<file path="config.mk">
export PLATFORM = sky130hd
export DESIGN_NAME = pht_highway_port
export DESIGN_NICKNAME = d
export VERILOG_FILES = /design/src/pht_pkg.sv /design/src/pht_highway_port.sv
export SDC_FILE = /design/constraint.sdc
export NUM_CORES = 1
export LEC_CHECK = 0
export BUFFER_PORTS_ARGS = -buffer_cell sky130_fd_sc_hd__buf_2
export CAP_MARGIN = 20
export CORE_MARGIN = 2
export CORE_UTILIZATION = 45
export CTS_CLUSTER_SIZE = 40
export DETAILED_ROUTE_END_ITERATION = 10
export GPL_TIMING_DRIVEN = 1
export PLACE_DENSITY = 0.7
export RECOVER_POWER = 25
export SLEW_MARGIN = 20
export SYNTH_ARGS = -nofsm -noshare
export SYNTH_HDL_FRONTEND = slang
export SYNTH_SLANG_ARGS = --single-unit
</file>
<file path="constraint.sdc">
create_clock -name mclk -period 5.3 [get_ports mclk]
set_input_delay 0.795 -clock mclk [delete_from_list [all_inputs] [get_ports mclk]]
set_output_delay 0.795 -clock mclk [all_outputs]
set_load 0.02 [all_outputs]
</file>
<file path="src/pht_pkg.sv">
//======================================================================
// pcm highway timeslot port: shared constants and types
//======================================================================
package pht_pkg;

    // register offsets on the internal register port
    localparam logic [7:0] ADDR_TX_LO = 8'h36;
    localparam logic [7:0] ADDR_TX_HI = 8'h37;
    localparam logic [7:0] ADDR_RX_LO = 8'h38;
    localparam logic [7:0] ADDR_RX_HI = 8'h39;
    localparam logic [7:0] START_RST  = 8'h00;
    localparam logic [7:0] RD_UNMAPPED = 8'h00;

    // frame geometry and bit clock range
    localparam int SLOTS_MIN    = 4;
    localparam int SLOTS_MAX    = 128;
    localparam int SLOT_BITS    = 8;
    localparam int MCLK_KHZ     = 50000;
    localparam int PCLK_MIN_KHZ = 256;
    localparam int PCLK_MAX_KHZ = 8192;
    // mclk samples per half bit clock at the fastest rate (rounded down)
    localparam int PCLK_HALF_CYC = MCLK_KHZ / (2 * PCLK_MAX_KHZ);

    // counters and sample widths
    localparam int CNT_W    = 16;
    localparam int SAMPLE_W = 16;
    localparam int FIFO_DEPTH = 32;
    localparam logic [15:0] CNT_ZERO = 16'h0000;
    localparam logic [15:0] CNT_MAX  = 16'hFFFF;
    localparam logic [3:0]  LAST8    = 4'h7;
    localparam logic [3:0]  LAST16   = 4'hF;
    localparam logic [3:0]  IDX_ZERO = 4'h0;
    localparam logic [7:0]  PAD8     = 8'h00;

    // sample formats; companding itself is outside this block
    typedef enum logic [1:0] {PHT_FMT_MULAW, PHT_FMT_ALAW, PHT_FMT_LIN8, PHT_FMT_LIN16} pht_fmt_e;

    // mode settings
    typedef struct packed {
        logic     enable;
        logic     tristateEdgeSelect;
        pht_fmt_e sampleFormatSelect;
    } pht_mode_s;

    // slot start counts of both directions
    typedef struct packed {
        logic [15:0] txStart;
        logic [15:0] rxStart;
    } pht_slot_cfg_s;

endpackage

</file>
<file path="src/pht_highway_port.sv">
`timescale 1ns/1ps
//======================================================================
// receive sample fifo
//======================================================================
module pht_fifo
#(
    parameter int WIDTH = 16,
    parameter int DEPTH = 32
)
(
    // clock and reset
    input  wire logic             mclk,
    input  wire logic             srst,
    // filling side
    input  wire logic             inValid,
    output logic                  inReady,
    input  wire logic [WIDTH-1:0] inData,
    // draining side
    output logic                  outValid,
    input  wire logic             outReady,
    output logic [WIDTH-1:0]      outData
);
    localparam int AW = $clog2(DEPTH);
    localparam logic [AW:0] FULL_CNT = (AW+1)'(DEPTH);

    logic [WIDTH-1:0] mem [DEPTH];
    logic [AW-1:0]    wrPtr;
    logic [AW-1:0]    rdPtr;
    logic [AW:0]      count;
    logic             push;
    logic             pop;

    // honest flags from the occupancy count
    assign inReady  = (count != FULL_CNT);
    assign outValid = (count != '0);
    assign push     = inValid & inReady;
    assign pop      = outValid & outReady;
    assign outData  = mem[rdPtr];

    // storage; depth must be a power of two so pointers wrap
    always_ff @(posedge mclk)
    begin
        if (push)
            mem[wrPtr] <= inData;
    end

    // pointers and count
    always_ff @(posedge mclk)
    begin
        if (srst)
        begin
            wrPtr <= '0;
            rdPtr <= '0;
            count <= '0;
        end
        else
        begin
            if (push)
                wrPtr <= wrPtr + 1'b1;
            if (pop)
                rdPtr <= rdPtr + 1'b1;
            if (push && !pop)
                count <= count + 1'b1;
            else if (pop && !push)
                count <= count - 1'b1;
        end
    end

    a_fifo_no_overfill: assert property (@(posedge mclk) disable iff (srst)
        count <= FULL_CNT) else $error("fifo count above depth");

endmodule

//======================================================================
// pcm highway timeslot port
//======================================================================
module pht_highway_port
(
    // clock and reset
    input  wire logic                 mclk,
    input  wire logic                 srst,
    // highway pins
    input  wire logic                 pclkPin,
    input  wire logic                 frameSync,
    input  wire logic                 serialRxIn,
    output logic                      serialTxOut,
    output logic                      serialTxOe,
    // register port from the control interface
    input  wire logic [7:0]           regAddr,
    input  wire logic                 regWrEn,
    input  wire logic [7:0]           regWrData,
    output logic [7:0]                regRdData,
    // mode settings
    input  wire pht_pkg::pht_mode_s   mode,
    // transmit samples in
    input  wire logic [15:0]          txSample,
    input  wire logic                 txValid,
    output logic                      txReady,
    // receive samples out
    output logic [15:0]               rxSample,
    output logic                      rxValid,
    input  wire logic                 rxReady,
    // status
    input  wire logic                 overrunClear,
    output logic                      rxOverrun,
    output logic                      frameSeen
);
    import pht_pkg::*;

    logic [2:0]    syncA;
    logic [2:0]    syncB;
    logic [2:0]    pinPrev;
    logic          pclkRise;
    logic          pclkFall;
    logic          fsyncLast;
    logic          frameStart;
    logic [15:0]   bitCount;
    logic [15:0]   next_bitCount;
    pht_slot_cfg_s cfg;
    logic [7:0]    txLo;
    logic [7:0]    txHi;
    logic [7:0]    rxLo;
    logic [7:0]    rxHi;
    logic          lin16;
    logic [3:0]    lastIdx;
    logic          txHit;
    logic          rxHit;
    logic [15:0]   txHold;
    logic          txHoldValid;
    logic [15:0]   txShift;
    logic          txActive;
    logic [3:0]    txIdx;
    logic [15:0]   rxShift;
    logic          rxActive;
    logic [3:0]    rxIdx;
    logic          rxDone;
    logic [15:0]   rxHold;
    logic          rxHoldValid;
    logic          fifoInReady;

    //==================================================================
    // pin synchronisers and bit clock edges
    //==================================================================
    // the first stage feeds only the second; edges come from later stages
    always_ff @(posedge mclk)
    begin
        if (srst)
        begin
            syncA   <= '0;
            syncB   <= '0;
            pinPrev <= '0;
        end
        else
        begin
            syncA   <= {serialRxIn, frameSync, pclkPin};
            syncB   <= syncA;
            pinPrev <= syncB;
        end
    end

    // rate limit: 50 MHz gives at least three samples per half period
    assign pclkRise = syncB[0] & ~pinPrev[0];
    assign pclkFall = ~syncB[0] & pinPrev[0];

    //==================================================================
    // frame timing
    //==================================================================
    // frame restart: sync seen high at a rising edge after low
    assign frameStart = pclkRise & syncB[1] & ~fsyncLast;

    // frame length: counter saturates, so up to 128 slots fit easily
    always_comb
    begin
        if (frameStart)
            next_bitCount = CNT_ZERO;
        else if (bitCount != CNT_MAX)
            next_bitCount = bitCount + 1'b1;
        else
            next_bitCount = bitCount;
    end

    // bit clock timing: count advances only on rising bit clock edges
    always_ff @(posedge mclk)
    begin
        if (srst)
        begin
            bitCount  <= CNT_MAX;
            fsyncLast <= 1'b0;
            frameSeen <= 1'b0;
        end
        else if (pclkRise)
        begin
            bitCount  <= next_bitCount;
            fsyncLast <= syncB[1];
            frameSeen <= frameSeen | frameStart;
        end
    end

    //==================================================================
    // start count registers
    //==================================================================
    // tx rewrite: tx counts accept writes at any time
    always_ff @(posedge mclk)
    begin
        if (srst)
        begin
            txLo <= START_RST;
            txHi <= START_RST;
            rxLo <= START_RST;
            rxHi <= START_RST;
        end
        else if (regWrEn)
        begin
            unique case (regAddr)
                ADDR_TX_LO: txLo <= regWrData;
                ADDR_TX_HI: txHi <= regWrData;
                ADDR_RX_LO: rxLo <= regWrData;
                ADDR_RX_HI: rxHi <= regWrData;
                default:    ;
            endcase
        end
    end

    // readback, registered; unmapped addresses read zero
    always_ff @(posedge mclk)
    begin
        if (srst)
            regRdData <= RD_UNMAPPED;
        else
        begin
            unique case (regAddr)
                ADDR_TX_LO: regRdData <= txLo;
                ADDR_TX_HI: regRdData <= txHi;
                ADDR_RX_LO: regRdData <= rxLo;
                ADDR_RX_HI: regRdData <= rxHi;
                default:    regRdData <= RD_UNMAPPED;
            endcase
        end
    end

    // separate starts: each direction compares its own pair
    assign cfg.txStart = {txHi, txLo};
    assign cfg.rxStart = {rxHi, rxLo};

    // test mode: linear 16-bit spans two slots
    assign lin16   = (mode.sampleFormatSelect == PHT_FMT_LIN16);
    assign lastIdx = lin16 ? LAST16 : LAST8;

    // layouts by count: sync variants and slot styles need no extra logic
    // start match: a count past the frame length never fires
    assign txHit = pclkRise & mode.enable & (frameSeen | frameStart)
                 & (next_bitCount == cfg.txStart);
    assign rxHit = pclkRise & mode.enable & (frameSeen | frameStart)
                 & (next_bitCount == cfg.rxStart);

    //==================================================================
    // transmit path
    //==================================================================
    assign txReady = ~txHoldValid;

    // one sample holding slot; an empty slot sends zero rather than stall
    always_ff @(posedge mclk)
    begin
        if (srst)
        begin
            txHold      <= '0;
            txHoldValid <= 1'b0;
        end
        else if (txHit)
            txHoldValid <= 1'b0;
        else if (txValid && txReady)
        begin
            txHold      <= txSample;
            txHoldValid <= 1'b1;
        end
    end

    // msb first: load at the start count, shift once per bit clock
    // companded layout: sign bit leads, so it is sent first
    always_ff @(posedge mclk)
    begin
        if (srst)
        begin
            txShift  <= '0;
            txActive <= 1'b0;
            txIdx    <= IDX_ZERO;
        end
        else if (txHit)
        begin
            txShift  <= lin16 ? (txHoldValid ? txHold : '0)
                              : {(txHoldValid ? txHold[7:0] : PAD8), PAD8};
            txActive <= 1'b1;
            txIdx    <= lastIdx;
        end
        else if (pclkRise && txActive)
        begin
            if (txIdx == IDX_ZERO)
                txActive <= 1'b0;
            else
            begin
                txShift <= {txShift[14:0], 1'b0};
                txIdx   <= txIdx - 1'b1;
            end
        end
    end

    assign serialTxOut = txShift[15];

    // drive window: enable only while our own sample is out
    // release edge: falling edge mid last bit if tristateEdgeSelect is low, else the rising edge that ends it
    always_ff @(posedge mclk)
    begin
        if (srst)
            serialTxOe <= 1'b0;
        else if (txHit)
            serialTxOe <= 1'b1;
        else if (txActive && txIdx == IDX_ZERO && (pclkRise
                 || (pclkFall && !mode.tristateEdgeSelect)))
            serialTxOe <= 1'b0;
    end

    //==================================================================
    // receive path
    //==================================================================
    // linear order: sixteen bits captured msb first back to back
    always_ff @(posedge mclk)
    begin
        if (srst)
        begin
            rxShift  <= '0;
            rxActive <= 1'b0;
            rxIdx    <= IDX_ZERO;
            rxDone   <= 1'b0;
        end
        else
        begin
            rxDone <= 1'b0;
            if (rxHit)
            begin
                rxActive <= 1'b1;
                rxIdx    <= lastIdx;
            end
            else if (pclkFall && rxActive)
            begin
                rxShift <= {rxShift[14:0], syncB[2]};
                if (rxIdx == IDX_ZERO)
                begin
                    rxActive <= 1'b0;
                    rxDone   <= 1'b1;
                end
                else
                    rxIdx <= rxIdx - 1'b1;
            end
        end
    end

    // hold waits for fifo room; a second sample meanwhile is dropped
    always_ff @(posedge mclk)
    begin
        if (srst)
        begin
            rxHold      <= '0;
            rxHoldValid <= 1'b0;
        end
        else if (rxDone && (!rxHoldValid || fifoInReady))
        begin
            rxHold      <= lin16 ? rxShift : {PAD8, rxShift[7:0]};
            rxHoldValid <= 1'b1;
        end
        else if (fifoInReady)
            rxHoldValid <= 1'b0;
    end

    // sticky overrun; a new loss beats a clear in the same cycle
    always_ff @(posedge mclk)
    begin
        if (srst)
            rxOverrun <= 1'b0;
        else if (rxDone && rxHoldValid && !fifoInReady)
            rxOverrun <= 1'b1;
        else if (overrunClear)
            rxOverrun <= 1'b0;
    end

    pht_fifo #(
        .WIDTH (SAMPLE_W),
        .DEPTH (FIFO_DEPTH)
    ) u_rxFifo (
        .mclk     (mclk),
        .srst     (srst),
        .inValid  (rxHoldValid),
        .inReady  (fifoInReady),
        .inData   (rxHold),
        .outValid (rxValid),
        .outReady (rxReady),
        .outData  (rxSample)
    );

    //==================================================================
    // checks
    //==================================================================
    a_frame_restart: assert property (@(posedge mclk) disable iff (srst)
        frameStart |=> bitCount == CNT_ZERO) else $error("count not zero after sync");

    a_tx_start_match: assert property (@(posedge mclk) disable iff (srst)
        $rose(serialTxOe) |-> bitCount == cfg.txStart && mode.enable)
        else $error("tx began off its start count");

    a_tx_hiz_idle: assert property (@(posedge mclk) disable iff (srst)
        !txActive |-> !serialTxOe) else $error("tx driven outside its sample");

    a_release_fall: assert property (@(posedge mclk) disable iff (srst)
        txActive && txIdx == IDX_ZERO && pclkFall && !mode.tristateEdgeSelect && !txHit
        |=> !serialTxOe) else $error("no release on falling edge");

    a_release_rise: assert property (@(posedge mclk) disable iff (srst)
        txActive && txIdx == IDX_ZERO && pclkRise && !txHit
        |=> !serialTxOe && !txActive) else $error("no release after last bit");

    a_width_select: assert property (@(posedge mclk) disable iff (srst)
        txHit |=> txIdx == ((mode.sampleFormatSelect == PHT_FMT_LIN16) ? LAST16 : LAST8))
        else $error("wrong sample width");

    a_msb_first: assert property (@(posedge mclk) disable iff (srst)
        txHit && txHoldValid && lin16 |=> serialTxOut == $past(txHold[15]))
        else $error("msb not sent first");

    a_tx_rewrite: assert property (@(posedge mclk) disable iff (srst)
        regWrEn && regAddr == ADDR_TX_LO |=> txLo == $past(regWrData))
        else $error("tx start write lost");

    a_rx_capture: assert property (@(posedge mclk) disable iff (srst)
        rxHit ##1 (!rxHit && !pclkFall) [*2] |-> rxActive && rxIdx == lastIdx)
        else $error("rx window not opened");

endmodule

</file>
# After elaboration in Yosys (flattened, before gate mapping)
# Memories as Yosys holds them, arrays and structs flattened. A register that Yosys moved wholly into a read port is not among the register bits.
# Cells that the tools add are included.
word_totals:
  reg_bits: 160
  output_inout_bits: 30
  memories: 1
  ram_bits: 512
  elab_cells: 141
op_classes:
  n_bitwise: 18
  addsub: 7
  n_mux: 36
  n_reduce_logical: 41
  n_eq_ne: 11
memory_table:
  columns: ["name", "depth", "width", "read_ports", "rd_ports_with_merged_regs", "wr", "line_no", "source"]
  rows:
  - ["u_rxFifo.mem", 32, 16, 1, 1, 1, "pht_highway_port.sv:26", "logic [WIDTH-1:0] mem [DEPTH];"]
ops:
  columns: ["operator", "n"]
  rows:
  - ["16-bit 2-to-1 mux", 8]
  - ["16-bit equality test", 2]
  - ["8-bit by 6-bit equality test with 1-bit output (second input constant)", 4]
  - ["8-bit case mux with 4 select lines", 1]
  - ["4-bit 2-to-1 mux", 7]
  - ["2-bit AND reduction", 10]
  - ["16-bit by 1-bit adder with 16-bit output (second input constant)", 1]
  - ["16-bit inequality test (second input constant)", 1]
  - ["2-bit nonzero test", 8]
  - ["1-bit 2-to-1 mux", 15]
  - ["6-bit 2-to-1 mux", 2]
  - ["1-bit logical AND", 11]
  - ["5-bit by 1-bit adder with 5-bit output (second input constant)", 2]
  - ["1-bit bitwise AND", 10]
  - ["5-bit 2-to-1 mux", 2]
  - ["4-bit logical NOT", 2]
  - ["8-bit 2-to-1 mux", 1]
  - ["4-bit by 1-bit subtractor with 4-bit output (second input constant)", 2]
  - ["1-bit inverter", 7]
  - ["6-bit by 1-bit adder with 6-bit output (second input constant)", 1]
  - ["6-bit inequality test (second input constant)", 1]
  - ["6-bit nonzero test", 1]
  - ["6-bit by 1-bit subtractor with 6-bit output (second input constant)", 1]
  - ["1-bit logical NOT", 5]
  - ["6 further kinds", 8]

# Longest topological paths before layout
# Gate-level depths: netlist of run 1.
depth:
  ltp_word: 9
  mapped_depth: 15
  depth_no_buf: 14

# Cells and area by module
# From an unflattened synthesis of run 1, not the netlist that was laid out.
unflattened:
  cells_unflattened: 2074
  hier_area_um2: 28320.9
by_module_without_submodules:
  columns: ["mod", "area_each_um2", "n_inst", "cells_per_inst"]
  rows:
  - ["pht_fifo", 20697.4, 1, 1079]
  - ["pht_highway_port", 7623.6, 1, 995]

# Least setup slack after synthesis of run 1
# No wires, ideal clock.
synth_path:
  path_type: "flip-flop to output port"
  startpoint: "register with a tool-made name"
  endpoint: "output rxSample[0]"
  setup_slack_ns: 1.812
  path_stages_with_launch: 6
  arrival_time_ns: 2.693
  cell_sequence: "dfxtp_1 -> clkbuf_1 -> buf_1 -> mux4_2 -> mux4_2 -> mux2_2"
synth_lines:
  columns: ["element", "line_no", "source"]
  rows:
  - ["end, declared", "pht_highway_port.sv:100", "output logic [15:0] rxSample,"]

# Worst setup path after layout of run 1
layout_path:
  startpoint: "register bitCount[0]"
  endpoint: "register txShift[2]"
layout_via:
  elab_chain_len: 7
  elab_cells_between_ends: 10
  cone_classes: "1 x add/sub; 3 x eq/ne; 3 x mux; 1 x bitwise; 2 x reduce/logical"
layout_lines:
  columns: ["element", "line_no", "source"]
  rows:
  - ["start, declared", "pht_highway_port.sv:117", "logic [15:0] bitCount;"]
  - ["start signal, assigned", "pht_highway_port.sv:193", "bitCount <= next_bitCount;"]
  - ["16-bit by 1-bit adder with 16-bit output or 16-bit inequality test (tied branches)", "pht_highway_port.sv:177, pht_highway_port.sv:176", null]
  - ["16-bit 2-to-1 mux (*)", "pht_highway_port.sv:176", "else if (bitCount != CNT_MAX)"]
  - ["16-bit 2-to-1 mux (*)", "pht_highway_port.sv:174", "if (frameStart)"]
  - ["16-bit equality test (*)", "pht_highway_port.sv:252", "& (next_bitCount == cfg.txStart);"]
  - ["1-bit bitwise AND (*)", "pht_highway_port.sv:252", null]
  - ["2-bit inequality test (no line) or 2-bit nonzero test (tied branches)", null, null]
  - ["2-bit AND reduction (no line)", null, null]
  - ["end signal, assigned", "pht_highway_port.sv:290", "txShift <= lin16 ? (txHoldValid ? txHold : '0)"]
  - ["end signal, assigned", "pht_highway_port.sv:301", "txShift <= {txShift[14:0], 1'b0};"]
  - ["end, declared", "pht_highway_port.sv:130", "logic [15:0] txShift;"]
# Mark *: on every way between the ends. The rest lies on a longest branch, timed or not.
# A chain may end at the register's enable or synchronous reset.

==> results.json, run 1 <==
{
  "outcome": "complete, no violations",
  "dr_total_vias": 16800,
  "first_iter_violations": 1717,
  "cp-end-kind": "flip-flop",
  "die_height_um": 253,
  "final_core_utilization_pct": 51.6,
  "postRouteAntennaNets": 0,
  "cts-buffers-inserted": 70,
  "report.final.slew_viol_count": 0,
  "route.final.wire_length_mm": 68.1,
  "root_buffer_selected_by_cts": "clkbuf_16",
  "syn_nets": 1904,
  "placementRows": 91,
  "holdCritPathClass": "in2reg",
  "place.detailed.hpwl_mm": 40.9,
  "critical_path_maximum_fanout": 20,
  "antenna_cells": 0,
  "synthesis.instances": 1844,
  "power.density_cell_area_mw_per_mm2": 405,
  "dp.cells": 2687,
  "yosysMostFrequentCell": "edfxtp_1",
  "cts_max_level": 3,
  "synth_top_cell_by_area": "edfxtp_1",
  "setup-violations-final": 0,
  "timing_worst_slew_pin_value_ns": 1.21,
  "worst_skew_pair.late_latency_ns": 0.62,
  "detailedPlace.worstSlack_ns": 0.929,
  "wl_per_cell_um": 24.2,
  "post_cts_resize_count": 0,
  "swShare_pct": 25.2,
  "drive_gt1_share_pct": 23.4,
  "hold_path_end": "syncA[1]$_SDFF_PP0_",
  "crit_arrival_ns": 4.83,
  "multi_input_comb_area_sq_mm": 0.00889,
  "clk_pin_slew_ns": 0.06,
  "grt_setup_unrepaired": "no",
  "vias_per_cell": 5.99,
  "synth_seq_area_share_pct": 66.7,
  "synth_cell_types": 81,
  "grt_start_max_net_pins": 74,
  "min_path_cells": 2,
  "yosysTopAreaCellShare_pct": 54.9,
  "seq_area_sq_mm": 0.0187,
  "clock_tree_from_tritoncts": "built",
  "antenna_found_initial": 1,
  "power.net_switching_mw": 3.24,
  "cap_viol_max_count": 0,
  "gp_congestion": 0.874,
  "report.final.hold_viol_count": 0,
  "max_slew_margin_vs_limit_pct": 19.4,
  "holdBufCountCts": 0,
  "period_share_pct": 81.7,
  "post_synthesis_register_bit_count": 677,
  "syn_avg_cell_area_sq_um": 15.2,
  "grt_pass1_wl_mm": 102,
  "buffer_ports.inserted": 74,
  "fin_setup_tns_ns": 0,
  "ir_worst_vdd_mv": 0.291,
  "max_clock_freq_mhz": 231,
  "design.portCount": 75,
  "worst-endpoint-required_ns": 5.79,
  "crit_chain": "ha_1 > nand3_2 > nor4_4 > mux2i_1 > xnor2_1 > o21ai_1 > a2111o_1 > nor3_4 > mux2_2",
  "area_delta_synth_final_pct": 13.6,
  "worst_hold_startpoint": "frameSync",
  "worst_slack_ns": 0.969,
  "layout.cell_area.non_filler_sq_mm": 0.0318,
  "fillerInstances": 4965,
  "timing.final.crit_period_ns": 4.33,
  "die-width_um": 253,
  "summed_instance_area_of_the_synthesized_netlist_sq_mm": 0.0280,
  "yosys_warnings": 0,
  "power.clock.fraction_pct": 38.6,
  "final_net_count": 1982,
  "final_cell_count_no_fill": 2809,
  "cts-root-to-sink-buffers": 3,
  "p_int_mw": 9.63,
  "core_region_area_sq_mm": 0.0616,
  "cp-start-kind": "flip-flop",
  "rrSetupSlack_ns": 0.97,
  "worst_r2r_path_depth": 9,
  "portion_of_total_power_attributed_to_combinational_logic_pct": 16.0,
  "place_area_sq_mm": 0.0295,
  "netlist_top_cells_area": "edfxtp_1 (55%), mux4_2 (13%), dfxtp_1 (12%)",
  "postSynth.asyncResetShare_pct": 0,
  "timing.rr.start": "bitCount[0]$_SDFFE_PP1N_",
  "timing.critical_path.slowest_stage_cell": "nor3_4",
  "gr-usage-all-layers_pct": 21.3,
  "seq_power_share_pct": 45.4,
  "final.setup_skew_ns": 0.0239,
  "first_global_vias": 16700,
  "synth_enable_flop_cells": 512,
  "floorplan.initialDensity_pct": 45.5,
  "tritoncts_num_sinks": 677,
  "rr_endpoint": "txShift[2]$_SDFFE_PP0P_",
  "finalHoldWorstSlack_ns": 0.393,
  "leakagePower_nw": 10.2,
  "die-area_sq_mm": 0.0643,
  "slowest_stage_delay_on_critical_path_ns": 0.72,
  "synth.top_cells.by_count": "edfxtp_1 (512), nand2_1 (181), dfxtp_1 (165), mux4_2 (160), a21oi_1 (123)",
  "gr-total-overflow": 0,
  "post_cts.repair.setup_buffers": 0,
  "detail_route.first_pass.iterations": 6,
  "timing_worst_setup_path_type": "reg2reg",
  "postSynth.topFlopCell": "edfxtp_1",
  "design_power_total_mw": 12.9,
  "detail_route.drc_violations": 0
}
-- worst max path at each step --
stage / startpoint / to / slack (ns)
after floorplan: flip-flop / rxSample[0] / 1.81
after global placement: bitCount[0]$_SDFFE_PP1N_ / txIdx[3]$_SDFFE_PP0P_ / 1.05
after detailed placement: bitCount[0]$_SDFFE_PP1N_ / txShift[2]$_SDFFE_PP0P_ / 0.93
after CTS: flip-flop / rxSample[10] / 0.91
after global routing: bitCount[0]$_SDFFE_PP1N_ / txShift[15]$_SDFFE_PP0P_ / 0.67
final: bitCount[0]$_SDFFE_PP1N_ / txShift[2]$_SDFFE_PP0P_ / 0.97
-- layer usage --
| metal | track usage (%) | share of wire, % |
|---|---|---|
| met3 | 3.66 | 6.8 |
| met5 | 0 | 0.016 |
| met1 | 28.0 | 40 |
| met4 | 6.97 | 2.9 |
| met2 | 36.0 | 50 |
-- power by group through the flow --
stage | sequential [mW] | combinational [mW] | clock (mW)
final | 5.84 | 2.05 | 4.97
after global routing | 5.86 | 2.20 | 5.24
after CTS | 5.85 | 2.07 | 5.05
after detailed placement | 5.96 | 2.06 | 0
after global placement | 5.95 | 2.04 | 0
after floorplan | 5.83 | 1.63 | 0
-- placed cells by master (no fill, tap or decap), types with 9 or more instances in the layout --
master and count:
a21oi_1 122, a22oi_1 18, a32oi_1 17, buf_2 73, buf_4 47, clkbuf_1 13, clkbuf_16 72, clkinv_1 11
dfxtp_1 156, edfxtp_1 512, ha_1 14, inv_1 23, mux2_2 34, mux2i_1 19, mux4_2 160, nand2_1 181
nand3_1 55, nand4_1 18, nor2_1 95, nor2_4 10, nor2b_1 12, nor3_1 18, nor3b_1 20, nor4_1 9
o21ai_0 44, o311ai_0 12, xnor2_1 18, xor2_1 9
-- layout make-up --
type	count	area share [%]
tap	837	3.29
clock inverter	32	1.24
multi-input combinational	1026	27.9
clock buffer	90	6.03
timing repair buffer	123	2.45
inverter	24	0.283
sequential	677	58.8
-- worst max-delay path: cells and delay by family (launching register included) --
kind	cells	cell delay, ns
xor gates and xnor gates	1	0.16
adders and majority gates	1	0.31
and+or+nand+nor	3	1.59
muxes	2	0.85
AOI/OAI and AO/OA	2	0.76
DFF	1	0.54
-- sequential cells by signal (all words and copies together), names as in the netlist, 3 cells and up, named ones only --
register,count
u_rxFifo.mem,512
bitCount,16
rxHold,16
rxShift,16
txHold,16
txShift,16
regRdData,8
rxHi,8
rxLo,8
txHi,8
txLo,8
u_rxFifo.count,6
u_rxFifo.rdPtr,5
u_rxFifo.wrPtr,5
rxIdx,4
txIdx,4
syncA,3
syncB,3
-- logic make-up (layout without fill, tap and decap cells) --
family                     Yosys count  count (layout)  share of synthesized area (%)
muxes                              214             214                           15.0
AOI/OAI and AO/OA                  280             280                           6.31
buffers and inverters              141             269                           1.99
and+or+nand+nor                    490             490                           8.51
adders and majority gates           15              15                          0.697
DFF                                677             677                           66.7
xor gates and xnor gates            27              27                          0.844
(Power assumes the default switching activity.)
==> run 2: changes to the inputs <==
--- a/config.mk
+++ b/config.mk
@@ -12,7 +12,7 @@
 export CTS_CLUSTER_SIZE = 40
 export DETAILED_ROUTE_END_ITERATION = 10
 export GPL_TIMING_DRIVEN = 1
-export PLACE_DENSITY = 0.7
+export PLACE_DENSITY = 0.72
 export RECOVER_POWER = 25
 export SLEW_MARGIN = 20
 export SYNTH_ARGS = -nofsm -noshare
==> constraint.sdc (replaced) <==
create_clock -name mclk -period 3.5 [get_ports mclk]
set_input_delay 0.525 -clock mclk [delete_from_list [all_inputs] [get_ports mclk]]
set_output_delay 0.525 -clock mclk [all_outputs]
set_load 0.02 [all_outputs]
==> run 2 against run 1 <==
Effect of this change:
- die area did not move
- design area rose by 2.7%
- clock-buffer cell count rose by 2
- sequential share of layout area fell by 1.5 points
- largest cell class unchanged
==> results.json, run 2 (same netlist as run 1, synthesis figures left out) <==
{
  "outcome": "complete, no violations",
  "cp_num_buf_inv": 4,
  "buffer_ports.inserted": 74,
  "critical_path_maximum_fanout": 8,
  "die-area_sq_mm": 0.0643,
  "min_path_cells": 2,
  "max_slew_margin_vs_limit_pct": 17.0,
  "cts-buffers-inserted": 69,
  "grt_start_max_net_pins": 143,
  "place_area_sq_mm": 0.0299,
  "drive_gt1_share_pct": 26.0,
  "worst_slack_ns": 0.0606,
  "detail_route.first_pass.iterations": 7,
  "first_global_vias": 17100,
  "holdBufCountCts": 0,
  "first_iter_violations": 1705,
  "final.setup_skew_ns": 0.0294,
  "clock_tree_from_tritoncts": "built",
  "core_region_area_sq_mm": 0.0616,
  "die_height_um": 253,
  "largest-register": "u_rxFifo.mem",
  "clk_pin_slew_ns": 0.06,
  "ir_worst_vdd_mv": 0.395,
  "power.density_cell_area_mw_per_mm2": 623,
  "top_library_cells_by_usage_in_the_layout_fill_and_taps_aside": "edfxtp_1 (512), nand2_1 (181), mux4_2 (160)",
  "period_share_pct": 98.3,
  "vias_per_cell": 5.94,
  "layout.cells.most_common": "edfxtp_1",
  "cts_max_level": 3,
  "cp-start-kind": "flip-flop",
  "timing.rr.start": "bitCount[0]$_SDFFE_PP1N_",
  "area_delta_synth_final_pct": 16.6,
  "worst_skew_pair.late_latency_ns": 0.62,
  "setup-violations-final": 0,
  "flip_flop_count_of_the_largest_register_after_layout": 512,
  "rrSetupSlack_ns": 0.15,
  "seq_area_sq_mm": 0.0187,
  "leakagePower_nw": 10.7,
  "worst_hold_startpoint": "serialRxIn",
  "postRouteAntennaNets": 0,
  "final_core_utilization_pct": 53.0,
  "slowest_stage_delay_on_critical_path_ns": 0.52,
  "fin_setup_tns_ns": 0,
  "worst-path-stages": 7,
  "grt_setup_unrepaired": "yes",
  "report.final.slew_viol_count": 0,
  "layout.cell_area.non_filler_sq_mm": 0.0327,
  "holdCritPathClass": "in2reg",
  "placementRows": 91,
  "worst_r2r_path_depth": 11,
  "timing_worst_slew_pin_value_ns": 1.24,
  "hold_path_end": "syncA[2]$_SDFF_PP0_",
  "detailedPlace.worstSlack_ns": -0.0395,
  "fillerInstances": 4854,
  "multi_input_comb_area_sq_mm": 0.00890,
  "final_cell_count_no_fill": 2869,
  "design.portCount": 75,
  "gp_congestion": 0.941,
  "antenna_found_initial": 1,
  "gr-usage-all-layers_pct": 21.6,
  "cp-end-kind": "output pin",
  "gr-total-overflow": 0,
  "design_power_total_mw": 20.3,
  "dp.cells": 2727,
  "path_delay_family": "multiplexers",
  "wl_per_cell_um": 24.0,
  "tritoncts_num_sinks": 677,
  "route.final.wire_length_mm": 68.8,
  "cts-root-to-sink-buffers": 3,
  "die-width_um": 253,
  "detail_route.drc_violations": 0,
  "report.final.hold_viol_count": 0,
  "rr_endpoint": "txHold[5]$_SDFFE_PP0P_",
  "finalHoldWorstSlack_ns": 0.132,
  "root_buffer_selected_by_cts": "clkbuf_16",
  "timing.critical_path.slowest_stage_cell": "mux4_2",
  "worst-endpoint-required_ns": 2.97,
  "final_net_count": 2036,
  "grt_pass1_wl_mm": 104,
  "timing.final.crit_period_ns": 3.44,
  "max_clock_freq_mhz": 291,
  "floorplan.initialDensity_pct": 45.5,
  "dr_total_vias": 17000,
  "timing_worst_setup_path_type": "reg2out",
  "crit_arrival_ns": 2.91,
  "cap_viol_max_count": 0,
  "antenna_cells": 0,
  "place.detailed.hpwl_mm": 41.9,
  "crit_chain": "buf_6 > buf_16 > buf_4 > mux4_2 > mux4_2 > mux2_4 > buf_4"
}
run 2: routing by layer:
metal	wire length, um	GRT usage (%)	up-vias
met1	26600	27.5	8586
li1	-	-	7498
met2	34900	37.4	797
met4	2300	7.35	0
met5	0	0	-
met3	4920	3.68	147
run 2: area by class of cell:
class / count / share of cell area (%)
sequential: 677 / 57.2
inverter: 24 / 0.276
multi-input combinational: 1026 / 27.2
clock inverter: 35 / 1.59
tap: 837 / 3.21
timing repair buffer: 178 / 4.68
clock buffer: 92 / 5.80
run 2: report_power, final:
group / switching [mW] / leakage (nW) / internal [mW]
clock: 3.15 / 1.17 / 4.62
combinational: 1.86 / 3.42 / 1.99
sequential: 0.117 / 6.08 / 8.61
run 2: what timing repair did:
item,4_1_cts,5_1_grt
resized for setup,15,20
pin swaps,0,1
endpoints found under the setup margin,20,32
gates cloned,3,3
endpoints found under the hold margin,0,0
setup buffers,8,1
run 2: worst max path at each step:
stage | startpoint | endpoint | slack [ns]
6_report | flip-flop | rxSample[11] | 0.06
5_1_grt | flip-flop | rxSample[10] | -0.007
4_1_cts | flip-flop | rxSample[10] | 0.004
3_5_place_dp | bitCount[11]$_SDFFE_PP1N_ | txHold[15]$_SDFFE_PP0P_ | -0.04
3_3_place_gp | bitCount[11]$_SDFFE_PP1N_ | txHold[2]$_SDFFE_PP0P_ | 0.14
2_1_floorplan | u_rxFifo.count[0]$_SDFFE_PP0P_ | u_rxFifo.count[5]$_SDFFE_PP0P_ | 0.08
==> run 3: changes to the inputs <==
==> constraint.sdc (replaced) <==
create_clock -name mclk -period 2.9 [get_ports mclk]
set_input_delay 0.435 -clock mclk [delete_from_list [all_inputs] [get_ports mclk]]
set_output_delay 0.435 -clock mclk [all_outputs]
set_load 0.02 [all_outputs]
==> run 3 against run 2 <==
Effect of this change:
- the run now ends with max-capacitance violations, max-slew violations, negative setup slack left
- cell count grew 5.0%
- routed wire length grew 8.4%
- sequential power grew 20%
- largest power group unchanged
- highest routed layer is now met5
==> results.json, run 3 (same netlist as run 1, synthesis figures left out) <==
{
  "outcome": "finished, violations left",
  "failed_checks": "max-capacitance violations, max-slew violations, negative setup slack",
  "cts-root-to-sink-buffers": 3,
  "rrSetupSlack_ns": -0.17,
  "gp_congestion": 0.906,
  "die-area_sq_mm": 0.0643,
  "timing_worst_setup_path_type": "reg2out",
  "place.detailed.hpwl_mm": 44.4,
  "timing_worst_slew_pin_value_ns": 1.66,
  "worst_r2r_path_depth": 12,
  "detailedPlace.worstSlack_ns": -0.374,
  "cts-buffers-inserted": 70,
  "ir_worst_vdd_mv": 0.428,
  "report.final.slew_viol_count": 138,
  "dr_total_vias": 17700,
  "fillerInstances": 4718,
  "final_cell_count_no_fill": 3013,
  "tritoncts_num_sinks": 677,
  "max_slew_margin_vs_limit_pct": -11.0,
  "drive_gt1_share_pct": 34.8,
  "route.final.wire_length_mm": 74.6,
  "top_library_cells_by_usage_in_the_layout_fill_and_taps_aside": "edfxtp_1 (512), buf_4 (197), nand2_1 (180)",
  "timing.final.crit_period_ns": 3.36,
  "first_iter_violations": 1605,
  "clk_pin_slew_ns": 0.06,
  "clock_tree_from_tritoncts": "built",
  "root_buffer_selected_by_cts": "clkbuf_16",
  "die_height_um": 253,
  "vias_per_cell": 5.89,
  "gr-usage-all-layers_pct": 23.2,
  "floorplan.initialDensity_pct": 45.5,
  "place_area_sq_mm": 0.0309,
  "dp.cells": 2842,
  "grt_start_max_net_pins": 138,
  "placementRows": 91,
  "flip_flop_count_of_the_largest_register_after_layout": 512,
  "detail_route.drc_violations": 0,
  "grt_setup_unrepaired": "yes",
  "report.final.hold_viol_count": 0,
  "die-width_um": 253,
  "worst-endpoint-required_ns": 2.47,
  "rr_endpoint": "txShift[5]$_SDFFE_PP0P_",
  "holdCritPathClass": "in2reg",
  "critical_path_maximum_fanout": 8,
  "grt_pass1_wl_mm": 111,
  "antenna_cells": 0,
  "setup-violations-final": 53,
  "core_region_area_sq_mm": 0.0616,
  "cap_viol_max_count": 1,
  "worst_slack_ns": -0.455,
  "crit_arrival_ns": 2.92,
  "gr-total-overflow": 0,
  "detail_route.first_pass.iterations": 5,
  "area_delta_synth_final_pct": 23.8,
  "cp-end-kind": "output pin",
  "layout.cells.most_common": "edfxtp_1",
  "cp-start-kind": "flip-flop",
  "power.density_cell_area_mw_per_mm2": 735,
  "first_global_vias": 18100,
  "leakagePower_nw": 11.8,
  "holdBufCountCts": 0,
  "timing.rr.start": "bitCount[9]$_SDFFE_PP1N_",
  "largest-register": "u_rxFifo.mem",
  "antenna_found_initial": 1,
  "design_power_total_mw": 25.5,
  "critical_path.endpoint": "rxSample[10]",
  "final_net_count": 2185,
  "worst_skew_pair.late_latency_ns": 0.62,
  "wl_per_cell_um": 24.8,
  "design.portCount": 75,
  "postRouteAntennaNets": 0,
  "cts_max_level": 3,
  "max_clock_freq_mhz": 298,
  "layout.cell_area.non_filler_sq_mm": 0.0347,
  "final.setup_skew_ns": 0.0244,
  "buffer_ports.inserted": 74,
  "period_share_pct": 116
}
-- run 3: cell types whose count changed in the layout (fill, tap and decap cells not counted), moves of 8 or more --
cell	delta
buf_2	-12
dfxtp_1	-8
a21oi_1	-8
o21ai_0	-18
o311ai_4	+12
mux2_2	-29
mux2_4	+29
o21ai_1	+14
buf_12	+9
o311ai_1	-8
buf_6	+27
buf_4	+121
-- run 3: worst max-delay path, cell delays in order, from the launching register on --
cell     delay (ns)
dfxtp_4        0.37
buf_12         0.14
buf_12         0.17
buf_16         0.15
mux4_2         0.49
mux4_2         0.54
mux2_4         0.31
buf_6          0.14
-- run 3: stage by stage --
| stage | hold slack [ns] | TNS, ns | utilization [%] |
|---|---|---|---|
| global route | 0.0211 | -14.02 | 56.3 |
| CTS | 0.0125 | -10.22 | 55.4 |
| global placement | 0.420 | -9.74 | 50.2 |
| floorplan | 0.414 | -2.87 | - |
| finish | 0.0414 | -10.17 | 56.3 |
| detailed placement | 0.423 | -9.70 | 50.2 |
-- run 3: layout make-up --
class	count	area, sq um	share of cell area, %
Sequential cell	677	18700	54.0
Multi-Input combinational cell	1026	9620	27.7
Timing Repair Buffer	326	2930	8.45
Clock buffer	91	1880	5.43
Tap cell	837	1050	3.02
Clock inverter	32	377	1.09
Inverter	24	95.1	0.274
-- run 3: repair_timing --
action	4_1_cts	5_1_grt
cloned	7	1
resized for setup	113	107
setup buffers	29	20
pin swaps	35	43
endpoints found under the setup margin	59	63
-- run 3: report_power, final --
part | total (mW) | internal (mW) | leakage, nW | switching, mW
Combinational | 6.05 | 3.33 | 4.61 | 2.73
Sequential | 10.5 | 10.4 | 6.08 | 0.0988
Clock | 8.94 | 5.16 | 1.11 | 3.78
-- run 3: worst min-delay path by stage --
stage	slack, ns	to	startpoint	cells past startpoint
3_5_place_dp	0.42	syncB[1]$_SDFF_PP0_	syncA[1]$_SDFF_PP0_	1
3_3_place_gp	0.42	syncB[1]$_SDFF_PP0_	syncA[1]$_SDFF_PP0_	1
5_1_grt	0.02	syncA[0]$_SDFF_PP0_	pclkPin	2
4_1_cts	0.01	syncA[0]$_SDFF_PP0_	pclkPin	2
2_1_floorplan	0.41	syncB[0]$_SDFF_PP0_	syncA[0]$_SDFF_PP0_	1
6_report	0.04	syncA[0]$_SDFF_PP0_	pclkPin	2
-- run 3: per-layer routing --
| metal | wire (um) | GRT usage [%] | vias up | share of wire [%] |
|---|---|---|---|---|
| met5 | 13 | 0 | - | 0.017 |
| met4 | 2680 | 8.40 | 2 | 3.6 |
| met3 | 4760 | 4.05 | 160 | 6.4 |
| met2 | 37900 | 40.3 | 759 | 51 |
| met1 | 29200 | 29.1 | 9028 | 39 |
| li1 | - | - | 7789 | - |
